<file path="config.mk">
export PLATFORM = sky130hd
export DESIGN_NAME = stimer_top
export DESIGN_NICKNAME = d
export VERILOG_FILES = /design/src/common/stimer_pkg.sv /design/src/hw/stimer_top.sv
export SDC_FILE = /design/constraint.sdc
export NUM_CORES = 1
export LEC_CHECK = 0
export BUFFER_PORTS_ARGS = -buffer_cell sky130_fd_sc_hd__buf_2
export CAP_MARGIN = 10
export CORE_MARGIN = 2
export CORE_UTILIZATION = 62
export DETAILED_ROUTE_END_ITERATION = 10
export HOLD_SLACK_MARGIN = 0.12
export PLACE_DENSITY = 0.86
export SYNTH_ARGS = -nofsm -noshare
export SYNTH_HDL_FRONTEND = slang
export SYNTH_SLANG_ARGS = --single-unit
</file>
<file path="constraint.sdc">
create_clock -name clk_sys_in -period 6.5 [get_ports clk_sys_in]
set_input_delay 1.3 -clock clk_sys_in [delete_from_list [all_inputs] [get_ports clk_sys_in]]
set_output_delay 1.3 -clock clk_sys_in [all_outputs]
set_load 0.05 [all_outputs]
</file>
<file path="src/common/stimer_pkg.sv">
// Purpose: constants for the standard timer with compare and pwm
// Assumes: classic wishbone, 32-bit data, one register per aligned word
// Notes:   offsets are byte addresses
package stimer_pkg;

	// ====================================================================
	// register map
	localparam logic [4:0] STIMER_CTRL0_OFF = 5'h00;
	localparam logic [4:0] STIMER_CTRL1_OFF = 5'h04;
	localparam logic [4:0] STIMER_CNTL_OFF  = 5'h08;
	localparam logic [4:0] STIMER_CNTH_OFF  = 5'h0C;
	localparam logic [4:0] STIMER_CMPAL_OFF = 5'h10;
	localparam logic [4:0] STIMER_CMPAH_OFF = 5'h14;
	localparam logic [4:0] STIMER_CMPP_OFF  = 5'h18;
	localparam logic [4:0] STIMER_FLAG_OFF  = 5'h1C;

	// ====================================================================
	// field positions
	localparam int STIMER_ON_BIT    = 3;
	localparam int STIMER_CCLR_BIT  = 0;
	localparam int STIMER_SWAP_BIT  = 1;
	localparam int STIMER_INV_BIT   = 2;
	localparam int STIMER_OINIT_BIT = 3;
	localparam int STIMER_PFN_LSB   = 4;
	localparam int STIMER_MODE_LSB  = 6;
	localparam int STIMER_FA_BIT    = 0;
	localparam int STIMER_FP_BIT    = 1;

	// ====================================================================
	// reset values and counter maximum
	localparam logic [7:0]  STIMER_BYTE_RST = 8'h00;
	localparam logic [15:0] STIMER_WORD_RST = 16'h0000;
	localparam logic [15:0] STIMER_CNT_MAX  = 16'hFFFF;

	// ====================================================================
	// mode and pin function encodings
	localparam logic [1:0] STIMER_MODE_CMP  = 2'h0;
	localparam logic [1:0] STIMER_MODE_CAP  = 2'h1;
	localparam logic [1:0] STIMER_MODE_PWM  = 2'h2;
	localparam logic [1:0] STIMER_MODE_TMR  = 2'h3;
	localparam logic [1:0] STIMER_PFN_NONE  = 2'h0;
	localparam logic [1:0] STIMER_PFN_LOW   = 2'h1;
	localparam logic [1:0] STIMER_PFN_HIGH  = 2'h2;
	localparam logic [1:0] STIMER_PFN_TOG   = 2'h3;

	typedef enum logic [1:0] {
		STIMER_BUS_IDLE,
		STIMER_BUS_ACK
	} stimer_bus_type;

endpackage

</file>
<file path="src/hw/stimer_top.sv">
// Purpose: 16-bit up counter with comparators a and p, compare and pwm output
// Assumes: timer clock is the system clock; classic wishbone slave
// Notes:   capture mode only disables parts of the logic
//          the timer clock is the bus clock, so one count per clk_sys_in edge
//          compare a and p are plain bytes with no write latching
//          the invert bit acts on the final pin level in every driven mode
//          the pin is released in timer/counter and capture modes
// How it works
// - swap bit exchanges period and duty roles
// - clear select picks a match or p/overflow
// - overflow clear only when p is zero
// - clear select ignored in pwm/capture
// - counter readable as two read-only bytes
// - compare a is two rw bytes, reset zero
// - p compared against counter top byte only
// - mode 00 is compare match output
// - clear on p sets both match flags
// - clear on a never sets p flag
// - only a match moves the pin
// - counter start loads pin initial level
// - mode 11 like compare, pin not driven
// - pwm raises both flags on matches
// - pwm level, function and invert bits
// - edge pwm period p*256, duty a
// - duty at or above period gives 100 percent
// - start clears counter, stop holds it
// - pin function none/low/high/toggle on a match
`timescale 1ns/1ps
`default_nettype none

module stimer_top
	import stimer_pkg::*;
(
	// clock and reset
	input  wire logic        clk_sys_in,
	input  wire logic        nrst_in,
	// wishbone slave
	input  wire logic        wb_cyc_in,
	input  wire logic        wb_stb_in,
	input  wire logic        wb_we_in,
	input  wire logic [4:0]  wb_adr_in,
	input  wire logic [3:0]  wb_sel_in,
	input  wire logic [31:0] wb_dat_in,
	output logic      [31:0] wb_dat_out,
	output logic             wb_ack_out,
	// timer pin
	output logic             timer_pin_out,
	output logic             timer_pin_oe_n_out
);

	// ====================================================================
	// reset synchroniser
	// only the second flop feeds the design; the first may still be settling
	logic rst_meta_q;
	logic rst_n_q;

	always_ff @(posedge clk_sys_in or negedge nrst_in) begin
		if (!nrst_in) begin
			rst_meta_q <= 1'b0;
			rst_n_q    <= 1'b0;
		end else begin
			rst_meta_q <= 1'b1;
			rst_n_q    <= rst_meta_q;
		end
	end

	// ====================================================================
	// state
	logic [7:0]  ctrl0_q;
	logic [7:0]  ctrl1_q;
	logic [15:0] cnt_q;
	logic [15:0] cnt_d;
	logic [15:0] cmp_a_q;
	logic [7:0]  cmp_p_q;
	logic        flag_a_q;
	logic        flag_p_q;
	logic        on_prev_q;
	logic        pin_q;
	logic        pin_d;
	logic        pin_out_q;
	logic        oe_n_q;
	logic        ack_q;
	logic [31:0] rdata_q;

	// ====================================================================
	// field decode
	wire logic       counter_on           = ctrl0_q[STIMER_ON_BIT];
	wire logic [1:0] mode_select          = ctrl1_q[STIMER_MODE_LSB +: 2];
	wire logic [1:0] pin_function         = ctrl1_q[STIMER_PFN_LSB +: 2];
	wire logic       output_initial_level = ctrl1_q[STIMER_OINIT_BIT];
	wire logic       output_invert        = ctrl1_q[STIMER_INV_BIT];
	wire logic       duty_period_swap     = ctrl1_q[STIMER_SWAP_BIT];
	wire logic       clear_source_select  = ctrl1_q[STIMER_CCLR_BIT];

	// ====================================================================
	// mode decode
	// timer/counter mode shares all compare behaviour except the pin
	wire logic on_rise  = counter_on & ~on_prev_q;
	wire logic is_cmp   = (mode_select == STIMER_MODE_CMP) | (mode_select == STIMER_MODE_TMR);
	wire logic is_pwm   = (mode_select == STIMER_MODE_PWM);
	wire logic is_cap   = (mode_select == STIMER_MODE_CAP);

	// ====================================================================
	// comparators
	wire logic match_a  = counter_on & (cnt_q == cmp_a_q);
	// p only sees the top byte; the span ends on the last count before p*256
	wire logic [7:0] p_top_last = cmp_p_q - 8'h01;
	wire logic match_p  = counter_on & (cmp_p_q != 8'h00) & (cnt_q[15:8] == p_top_last)
		& (cnt_q[7:0] == 8'hFF);
	// overflow only counts as the p event while p is zero
	wire logic overflow = counter_on & (cnt_q == STIMER_CNT_MAX) & (cmp_p_q == 8'h00);

	// pwm roles: period source clears the counter, duty source sets the edge
	wire logic pwm_clear_a = duty_period_swap;
	wire logic clear_on_a  = is_pwm ? pwm_clear_a : (is_cmp & clear_source_select);
	wire logic clear_now   = clear_on_a ? match_a : (match_p | overflow);

	// period and duty in counter units; p side becomes p*256 or 65536
	function automatic logic [16:0] p_span(input logic [7:0] p);
		p_span = (p == 8'h00) ? 17'h1_0000 : {1'b0, p, 8'h00};
	endfunction

	wire logic [16:0] pwm_period = duty_period_swap ? {1'b0, cmp_a_q} : p_span(cmp_p_q);
	wire logic [16:0] pwm_duty   = duty_period_swap ? p_span(cmp_p_q) : {1'b0, cmp_a_q};
	wire logic        full_duty  = pwm_duty >= pwm_period;
	wire logic        pwm_active = full_duty | ({1'b0, cnt_q} < pwm_duty);
	wire logic        pwm_level  = pwm_active ? output_initial_level : ~output_initial_level;

	// ====================================================================
	// counter
	// counting only ever clears to zero; software has no direct load
	// capture mode wraps on a p match whatever the clear select says
	always_comb begin
		cnt_d = cnt_q;
		if (on_rise) begin
			cnt_d = STIMER_WORD_RST;
		end else if (counter_on) begin
			if (clear_now & ~is_cap) begin
				cnt_d = STIMER_WORD_RST;
			end else if (is_cap & match_p) begin
				cnt_d = STIMER_WORD_RST;
			end else begin
				cnt_d = cnt_q + 16'h0001;
			end
		end
	end

	// ====================================================================
	// output pin
	// pwm keeps running under a forced level; only the chosen pin source differs
	logic pwm_pin;
	logic cmp_pin;

	always_comb begin
		case (pin_function)
			STIMER_PFN_NONE: pwm_pin = ~output_initial_level;
			STIMER_PFN_LOW:  pwm_pin = output_initial_level;
			STIMER_PFN_HIGH: pwm_pin = pwm_level;
			default:         pwm_pin = pin_q;
		endcase
	end

	// compare mode acts only on an a match; a p match never reaches the pin
	always_comb begin
		case (pin_function)
			STIMER_PFN_LOW:  cmp_pin = 1'b0;
			STIMER_PFN_HIGH: cmp_pin = 1'b1;
			STIMER_PFN_TOG:  cmp_pin = ~pin_q;
			default:         cmp_pin = pin_q;
		endcase
	end

	// start level applies only outside pwm, where the wave owns the pin
	always_comb begin
		pin_d = pin_q;
		if (on_rise & ~is_pwm) begin
			pin_d = output_initial_level;
		end else if (is_pwm) begin
			pin_d = pwm_pin;
		end else if (is_cmp & match_a) begin
			pin_d = cmp_pin;
		end
	end

	// invert acts on the final level; it has nothing to act on once the pin is released
	wire logic oe_n_d    = (mode_select == STIMER_MODE_TMR) | is_cap;
	wire logic pin_out_d = pin_d ^ (output_invert & ~oe_n_d);

	// ====================================================================
	// wishbone decode
	function automatic logic wr_hit(input logic [4:0] adr, input logic [4:0] off);
		wr_hit = (adr == off);
	endfunction

	// only the low byte lane carries register data
	wire logic req     = wb_cyc_in & wb_stb_in & ~ack_q;
	wire logic wr_req  = req & wb_we_in & wb_sel_in[0];
	wire logic wr_c0   = wr_req & wr_hit(wb_adr_in, STIMER_CTRL0_OFF);
	wire logic wr_c1   = wr_req & wr_hit(wb_adr_in, STIMER_CTRL1_OFF);
	wire logic wr_al   = wr_req & wr_hit(wb_adr_in, STIMER_CMPAL_OFF);
	wire logic wr_ah   = wr_req & wr_hit(wb_adr_in, STIMER_CMPAH_OFF);
	wire logic wr_p    = wr_req & wr_hit(wb_adr_in, STIMER_CMPP_OFF);
	wire logic wr_flag = wr_req & wr_hit(wb_adr_in, STIMER_FLAG_OFF);

	// ====================================================================
	// flag next values
	// compare mode with clear on a never reports p
	wire logic set_a    = match_a & (is_cmp | is_pwm);
	wire logic set_p    = (match_p | overflow) & (is_pwm | (is_cmp & ~clear_source_select));
	wire logic clr_a    = wr_flag & wb_dat_in[STIMER_FA_BIT];
	wire logic clr_p    = wr_flag & wb_dat_in[STIMER_FP_BIT];
	wire logic flag_a_d = set_a | (flag_a_q & ~clr_a);
	wire logic flag_p_d = set_p | (flag_p_q & ~clr_p);

	// ====================================================================
	// read path
	// the low control bits below the on bit have no storage and read as zero
	logic [7:0] rd_byte;
	always_comb begin
		case (wb_adr_in)
			STIMER_CTRL0_OFF: rd_byte = {4'h0, ctrl0_q[3:0]} & 8'h08 | {ctrl0_q[7:4], 4'h0};
			STIMER_CTRL1_OFF: rd_byte = ctrl1_q;
			STIMER_CNTL_OFF:  rd_byte = cnt_q[7:0];
			STIMER_CNTH_OFF:  rd_byte = cnt_q[15:8];
			STIMER_CMPAL_OFF: rd_byte = cmp_a_q[7:0];
			STIMER_CMPAH_OFF: rd_byte = cmp_a_q[15:8];
			STIMER_CMPP_OFF:  rd_byte = cmp_p_q;
			STIMER_FLAG_OFF:  rd_byte = {6'h00, flag_p_q, flag_a_q};
			default:          rd_byte = STIMER_BYTE_RST;
		endcase
	end

	// ====================================================================
	// control registers
	// mode bits should only change with the counter stopped; nothing here enforces it
	always_ff @(posedge clk_sys_in or negedge rst_n_q) begin
		if (!rst_n_q) begin
			ctrl0_q <= STIMER_BYTE_RST;
		end else if (wr_c0) begin
			ctrl0_q <= wb_dat_in[7:0] & 8'hF8;
		end
	end

	// control byte one holds mode, pin function, level, invert, swap and clear select
	always_ff @(posedge clk_sys_in or negedge rst_n_q) begin
		if (!rst_n_q) begin
			ctrl1_q <= STIMER_BYTE_RST;
		end else if (wr_c1) begin
			ctrl1_q <= wb_dat_in[7:0];
		end
	end

	// ====================================================================
	// compare values
	// no byte latching: a two-byte update briefly mixes old and new halves
	always_ff @(posedge clk_sys_in or negedge rst_n_q) begin
		if (!rst_n_q) begin
			cmp_a_q <= STIMER_WORD_RST;
		end else begin
			if (wr_al) begin
				cmp_a_q[7:0] <= wb_dat_in[7:0];
			end
			if (wr_ah) begin
				cmp_a_q[15:8] <= wb_dat_in[7:0];
			end
		end
	end

	// a zero here selects overflow as the p event
	always_ff @(posedge clk_sys_in or negedge rst_n_q) begin
		if (!rst_n_q) begin
			cmp_p_q <= STIMER_BYTE_RST;
		end else if (wr_p) begin
			cmp_p_q <= wb_dat_in[7:0];
		end
	end

	// ====================================================================
	// counter and start detect
	// the counter moves on every edge while on; stopping keeps its value
	always_ff @(posedge clk_sys_in or negedge rst_n_q) begin
		if (!rst_n_q) begin
			cnt_q <= STIMER_WORD_RST;
		end else begin
			cnt_q <= cnt_d;
		end
	end

	// resets low like the on bit itself, so no false start follows reset
	always_ff @(posedge clk_sys_in or negedge rst_n_q) begin
		if (!rst_n_q) begin
			on_prev_q <= 1'b0;
		end else begin
			on_prev_q <= counter_on;
		end
	end

	// ====================================================================
	// match flags
	// write one to clear; a match in the same cycle wins so no event is lost
	always_ff @(posedge clk_sys_in or negedge rst_n_q) begin
		if (!rst_n_q) begin
			flag_a_q <= 1'b0;
		end else begin
			flag_a_q <= flag_a_d;
		end
	end

	always_ff @(posedge clk_sys_in or negedge rst_n_q) begin
		if (!rst_n_q) begin
			flag_p_q <= 1'b0;
		end else begin
			flag_p_q <= flag_p_d;
		end
	end

	// ====================================================================
	// bus response
	// read data is registered, so it stands only in the ack cycle
	always_ff @(posedge clk_sys_in or negedge rst_n_q) begin
		if (!rst_n_q) begin
			ack_q <= 1'b0;
		end else begin
			ack_q <= req;
		end
	end

	always_ff @(posedge clk_sys_in or negedge rst_n_q) begin
		if (!rst_n_q) begin
			rdata_q <= 32'h0000_0000;
		end else begin
			rdata_q <= {24'h00_0000, rd_byte};
		end
	end

	// ====================================================================
	// output pin registers
	// pin_q keeps the level before invert, so a toggle acts on the true state
	always_ff @(posedge clk_sys_in or negedge rst_n_q) begin
		if (!rst_n_q) begin
			pin_q <= 1'b0;
		end else begin
			pin_q <= pin_d;
		end
	end

	always_ff @(posedge clk_sys_in or negedge rst_n_q) begin
		if (!rst_n_q) begin
			pin_out_q <= 1'b0;
		end else begin
			pin_out_q <= pin_out_d;
		end
	end

	// released in timer/counter and capture modes so the pin can serve other uses
	always_ff @(posedge clk_sys_in or negedge rst_n_q) begin
		if (!rst_n_q) begin
			oe_n_q <= 1'b1;
		end else begin
			oe_n_q <= oe_n_d;
		end
	end

	// ====================================================================
	// ports
	// every port comes straight from a flop
	always_comb begin
		timer_pin_out      = pin_out_q;
		timer_pin_oe_n_out = oe_n_q;
		wb_ack_out         = ack_q;
		wb_dat_out         = rdata_q;
	end

endmodule

`default_nettype wire

</file>
==> Word-level counts from Yosys, hierarchy flattened <==
Cells that the tools add are included.
{ "totals": {"ff_bits": 70, "in_bits": 46, "out_inout_bits": 35, "word_cells": 109} }
{ "classes": {"add_sub_neg": 2, "magnitude_cmp": 2, "n_eq_ne": 17, "n_mux": 16, "n_bitwise": 50, "reduce_logical": 6} }
{ "op_table": {"columns": ["cell", "n"], "rows": [
  ["2-to-1 mux 16 bit", 4],
  ["one-hot mux 8 bit (8 select lines)", 1],
  ["2-to-1 mux 17 bit", 3],
  ["AND 1 bit", 30],
  ["== test 5 bit, second input constant", 4],
  [">= comparator 17 bit", 1],
  ["less-than comparator 16 x 17 -> 1 bit", 1],
  ["adder 16 x 1 -> 16 bit, second input constant", 1],
  ["== test 16 bit", 1],
  ["== test 16 bit, second input constant", 1],
  ["== test 5 x 4 -> 1 bit, second input constant", 2],
  ["inverter 1 bit", 10],
  ["== test 2 bit, second input constant", 4],
  ["== test 8 bit", 1],
  ["== test 8 bit, second input constant", 1],
  ["zero test 8 bit", 1],
  ["bitwise OR 1 bit", 8],
  ["bitwise OR 4 x 8 -> 8 bit", 1],
  ["nonzero test 8 bit", 1],
  ["subtractor 8 x 1 -> 8 bit, second input constant", 1],
  ["2-to-1 mux 1 bit", 6],
  ["one-hot mux 1 bit (3 select lines)", 2],
  ["== test 5 x 3 -> 1 bit, second input constant", 1],
  ["zero test 5 bit", 1],
  ["other kinds (4)", 6]
]} }

==> Longest topological paths before layout <==
{ "logic_depth": {"word_depth": 10, "mapped_depth": 15, "mapped_depth_nobuf": 15} }

==> Worst setup path after synthesis <==
No wires, ideal clock.
{ "synth_timing": {"path_type": "reg-to-reg", "startpoint": "reg cmp_p_q[0]", "endpoint": "reg pin_out_q (netlist: timer_pin_out)", "setup_ps": 122, "t_arrival_ps": 3500, "required_time_ps": 6378, "slack_ps": 2878, "stages_incl_launch_ff": 15, "n_path_buf": 0, "synth_period_minus_slack_ps": 3622, "path_cell_list": "dfrtp_1 inv_1 ha_1 or4b_4 or3_4 a31o_2 ha_1 nand2b_1 a21oi_1 o21ai_0 a221oi_1 a21oi_1 or4_1 a31o_2 xnor2_1"} }
{ "synth_between": {"elab_chain_len": 10, "word_cells_on_any_way": 12, "classes_between": "order compare (2); mux (7); bitwise (2); reduce/logical (1)"} }
{ "synth_lines": {"columns": ["element", "line_no", "text"], "rows": [
  ["start, declared", "stimer_top.sv:74", "logic [7:0] cmp_p_q;"],
  ["start signal, assigned", "stimer_top.sv:274", "cmp_p_q <= wb_dat_in[7:0];"],
  ["zero test 8 bit", "stimer_top.sv:120", "p_span = (p == 8'h00) ? 17'h1_0000 : {1'b0, p, 8'h00};"],
  ["2-to-1 mux 17 bit (*)", "stimer_top.sv:120", null],
  ["2-to-1 mux 17 bit (on tied branches)", "stimer_top.sv:124, stimer_top.sv:123", null],
  [">= comparator 17 bit / less-than comparator 16 x 17 -> 1 bit (equally long branches)", "stimer_top.sv:125, stimer_top.sv:126", null],
  ["bitwise OR 1 bit (*)", "stimer_top.sv:126", "wire logic pwm_active = full_duty | ({1'b0, cnt_q} < pwm_duty);"],
  ["2-to-1 mux 1 bit (*)", "stimer_top.sv:127", "wire logic pwm_level = pwm_active ? output_initial_level : ~output_initial_level;"],
  ["one-hot mux 1 bit (3 select lines) (*)", "stimer_top.sv:155", "case (pin_function)"],
  ["2-to-1 mux 1 bit (*)", "stimer_top.sv:178", "end else if (is_pwm) begin"],
  ["2-to-1 mux 1 bit (*)", "stimer_top.sv:176", "if (on_rise & ~is_pwm) begin"],
  ["net pin_d", "stimer_top.sv:79", "logic pin_d;"],
  ["bitwise XOR 1 bit (*)", "stimer_top.sv:187", "wire logic pin_out_d = pin_d ^ (output_invert & ~oe_n_d);"],
  ["net pin_out_d", "stimer_top.sv:187", null],
  ["end signal, assigned", "stimer_top.sv:351", "pin_out_q <= pin_out_d;"],
  ["end, declared", "stimer_top.sv:80", "logic pin_out_q;"]
]} }
The timed path passes the listed nets; every way through them passes the cells marked *.
A chain may end at the register's enable or synchronous reset.

==> Worst setup path after layout <==
Same ends and word-level chain as after synthesis.

==> flow_summary.json <==
{
  "status": "complete, no violations",
  "start_kind": "register",
  "placed_area_um2": 5040,
  "io_buffers": 29,
  "clk_latency_ps": 370,
  "ys_seq_elements": 70,
  "hold_class": "reg -> reg",
  "synth_cells": 527,
  "first_pass_iters": 5,
  "rsz0062_at_grt": "false",
  "drc": 0,
  "crit_path_end_kind": "register",
  "finalMaxSlewViolations": 0,
  "path_cells": "inv_1 > ha_1 > or4b_4 > or3_4 > a31o_2 > ha_1 > nand2b_1 > a21oi_1 > o21ai_0 > a221oi_1 > a21oi_1 > or4_1 > a31o_2 > xnor2_1",
  "dp_hpwl_mm": 9.13,
  "path_clk_slew_ps": 80,
  "cts-resized-gates": 0,
  "crit_slowest_cell": "or4b_4",
  "peakVddDrop_mv": 0.205,
  "core_area_um2": 7770,
  "grt_antenna_before_repair": 1,
  "grt-ovfl-total": 0,
  "root_buffer": "clkbuf_8",
  "critPathMaxStageDelay_ps": 520,
  "via_per_inst": 6.47,
  "grt_pass1_wl_mm": 21.0,
  "post-cts-setup-buffer-count": 0,
  "dp_slack_ps": 2500,
  "synth_area_um2": 4970,
  "layout.nets": 607,
  "ys_warn_count": 0,
  "slew_headroom_pct": 18.3,
  "drtIter0Drc": 417,
  "final_common_cell": "dfrtp_1",
  "r2r_setup_slack_ps": 2370,
  "pwr_density_cell_nw_per_um2": 248,
  "p_leak_nw": 2.39,
  "grt.total_usage_pct": 31.6,
  "tritoncts": "done",
  "h-tree-depth": 3,
  "cp.arrival_ps": 4410,
  "post-route-cell-area_um2": 5270,
  "finalPower_mw": 1.31,
  "cp_data_required_time_ps": 6790,
  "die_height_um": 93.6,
  "worstRegToRegCells": 14,
  "grt_pass1_vias": 4023,
  "min_path_cells": 0,
  "insertedDiodeCount": 0,
  "ys_types": 64,
  "synth-edff-count": 0,
  "fmax_ghz": 0.242,
  "initial_core_util_pct": 64.0,
  "fin_skew_ps": 8.54,
  "crit_type": "reg -> reg",
  "ys_async_sr_fraction_pct": 100,
  "final_cell_mix": "68 x dfrtp_1, 36 x nor2_1, 33 x nand2_1",
  "cts_buffers": 9,
  "tightestPinTransition_ps": 1210,
  "final_core_util_pct": 67.9,
  "cts_max_path_buffers": 2,
  "drive_gt1_share_pct": 18.6,
  "vias": 4167,
  "syn_area_per_cell_um2": 9.44,
  "critPathMaxFanout": 6,
  "place.gp.congestion": 0.966,
  "hold_viol_final": 0,
  "grt_start_max_net_pins": 69,
  "seq_area_frac_synth_pct": 35.2,
  "io_pins": 81,
  "timing.max_cap.violations": 0,
  "ys.flop_type": "dfrtp_1",
  "dieArea_um2": 8750,
  "fp.dieW_um": 93.6,
  "area_delta_synth_final_pct": 5.99,
  "cts_hold_buf": 0,
  "clock_sinks": 70,
  "worst_slack_ps": 2370,
  "setup_viol": 0,
  "setup_tns_ps": 0,
  "fp-row-count": 32,
  "postRouteWirelength_mm": 12.9,
  "drtAntennaViolNets": 0,
  "period_needed_ps": 4130,
  "finalCritPeriodShare_pct": 63.5,
  "wl_per_cell_um": 20.0,
  "n_fill_cell": 568
}
## registers in the layout (all words and copies together) (netlist names), 5 cells and up
name,cells
ctrl1_q,8
cmp_a_q,16
cnt_q,16
cmp_p_q,8
wb_dat_out,8
ctrl0_q,5
## area by class of cell
cell class	count	area, µm²	area share, %
repair buffers	33	175	3.32
clock inverters	7	105	1.99
flip-flops and latches	70	1750	33.3
inverters	22	82.6	1.57
multi-input cells	401	2900	55.1
well taps	102	128	2.42
clock buffers	9	124	2.35
## logic make-up (layout without fill, tap and decap cells)
family / count (synthesis) / in the layout / share of synthesized area [%]
flip-flops: 70 / 70 / 35.2
AO/OA/AOI/OAI: 101 / 101 / 14.0
other: 2 / 25 / 0.151
AND/OR/NAND/NOR: 163 / 163 / 17.2
adder cells (fa/ha/maj): 25 / 25 / 6.24
XOR/XNOR: 31 / 31 / 5.46
multiplexers: 56 / 56 / 13.5
buffers and inverters: 79 / 71 / 8.13
## report_power, final
group          switching (mW)  internal, mW  total (mW)  leakage (nW)
clock network           0.189         0.222       0.410         0.112
registers              0.0715         0.474       0.546         0.896
logic                   0.209         0.141       0.350          1.38
## cells in the mapped netlist, types with 9 or more instances
library cell / number / area, µm²
dfrtp_1: 69 / 1730
nor2_1: 36 / 135
nand2_1: 33 / 124
mux2_2: 30 / 338
clkbuf_1: 26 / 97.6
o21ai_0: 26 / 130
xnor2_1: 26 / 228
buf_4: 24 / 180
ha_1: 24 / 300
a21oi_1: 21 / 105
inv_1: 21 / 78.8
mux2i_1: 20 / 200
nor3_1: 16 / 80.1
a211oi_1: 13 / 97.6
nand3_1: 11 / 55.1
and3_1: 10 / 62.6
nand2b_1: 10 / 62.6
nor2b_1: 10 / 62.6
nand4_1: 9 / 56.3
## layer usage
| metal | vias up | global-route usage [%] | routed length (µm) | share of wire (%) |
|---|---|---|---|---|
| met3 | 56 | 7.17 | 1100 | 8.6 |
| met2 | 227 | 48.5 | 5970 | 46 |
| met4 | 0 | 14.6 | 596 | 4.6 |
| li1 | 1859 | - | - | - |
| met1 | 2025 | 42.6 | 5180 | 40 |
| met5 | - | 0 | 0 | 0 |
## worst paths after layout
| check | endpoint | startpoint |
|---|---|---|
| max | timer_pin_out$_DFF_PN0_ | cmp_p_q[0]$_DFFE_PN0P_ |
| min | rst_n_q$_DFF_PN0_ | rst_meta_q$_DFF_PN0_ |
| max reg2reg | timer_pin_out$_DFF_PN0_ | cmp_p_q[0]$_DFFE_PN0P_ |
| min reg2reg | rst_n_q$_DFF_PN0_ | rst_meta_q$_DFF_PN0_ |
| max in group asynchronous | cnt_q[10]$_DFFE_PN0P_ | rst_n_q$_DFF_PN0_ |
| min in group asynchronous | cmp_a_q[7]$_DFFE_PN0P_ | rst_n_q$_DFF_PN0_ |
## critical path, delay by kind of cell, from the launching register on
kind | cells | cell delay [ps]
compound gates | 6 | 1300
buf+inv | 1 | 140
xor+xnor | 1 | 170
flops | 1 | 460
simple gates | 4 | 1530
fa+ha+maj | 2 | 450
## stage by stage
stage | std cells | hold slack [ps]
2_1_floorplan | 550 | 331
3_3_place_gp | 628 | 342
3_5_place_dp | 628 | 347
4_1_cts | 644 | 375
5_1_grt | 644 | 379
6_report | 644 | 372
Note: power is estimated with default switching activity, not from simulation.
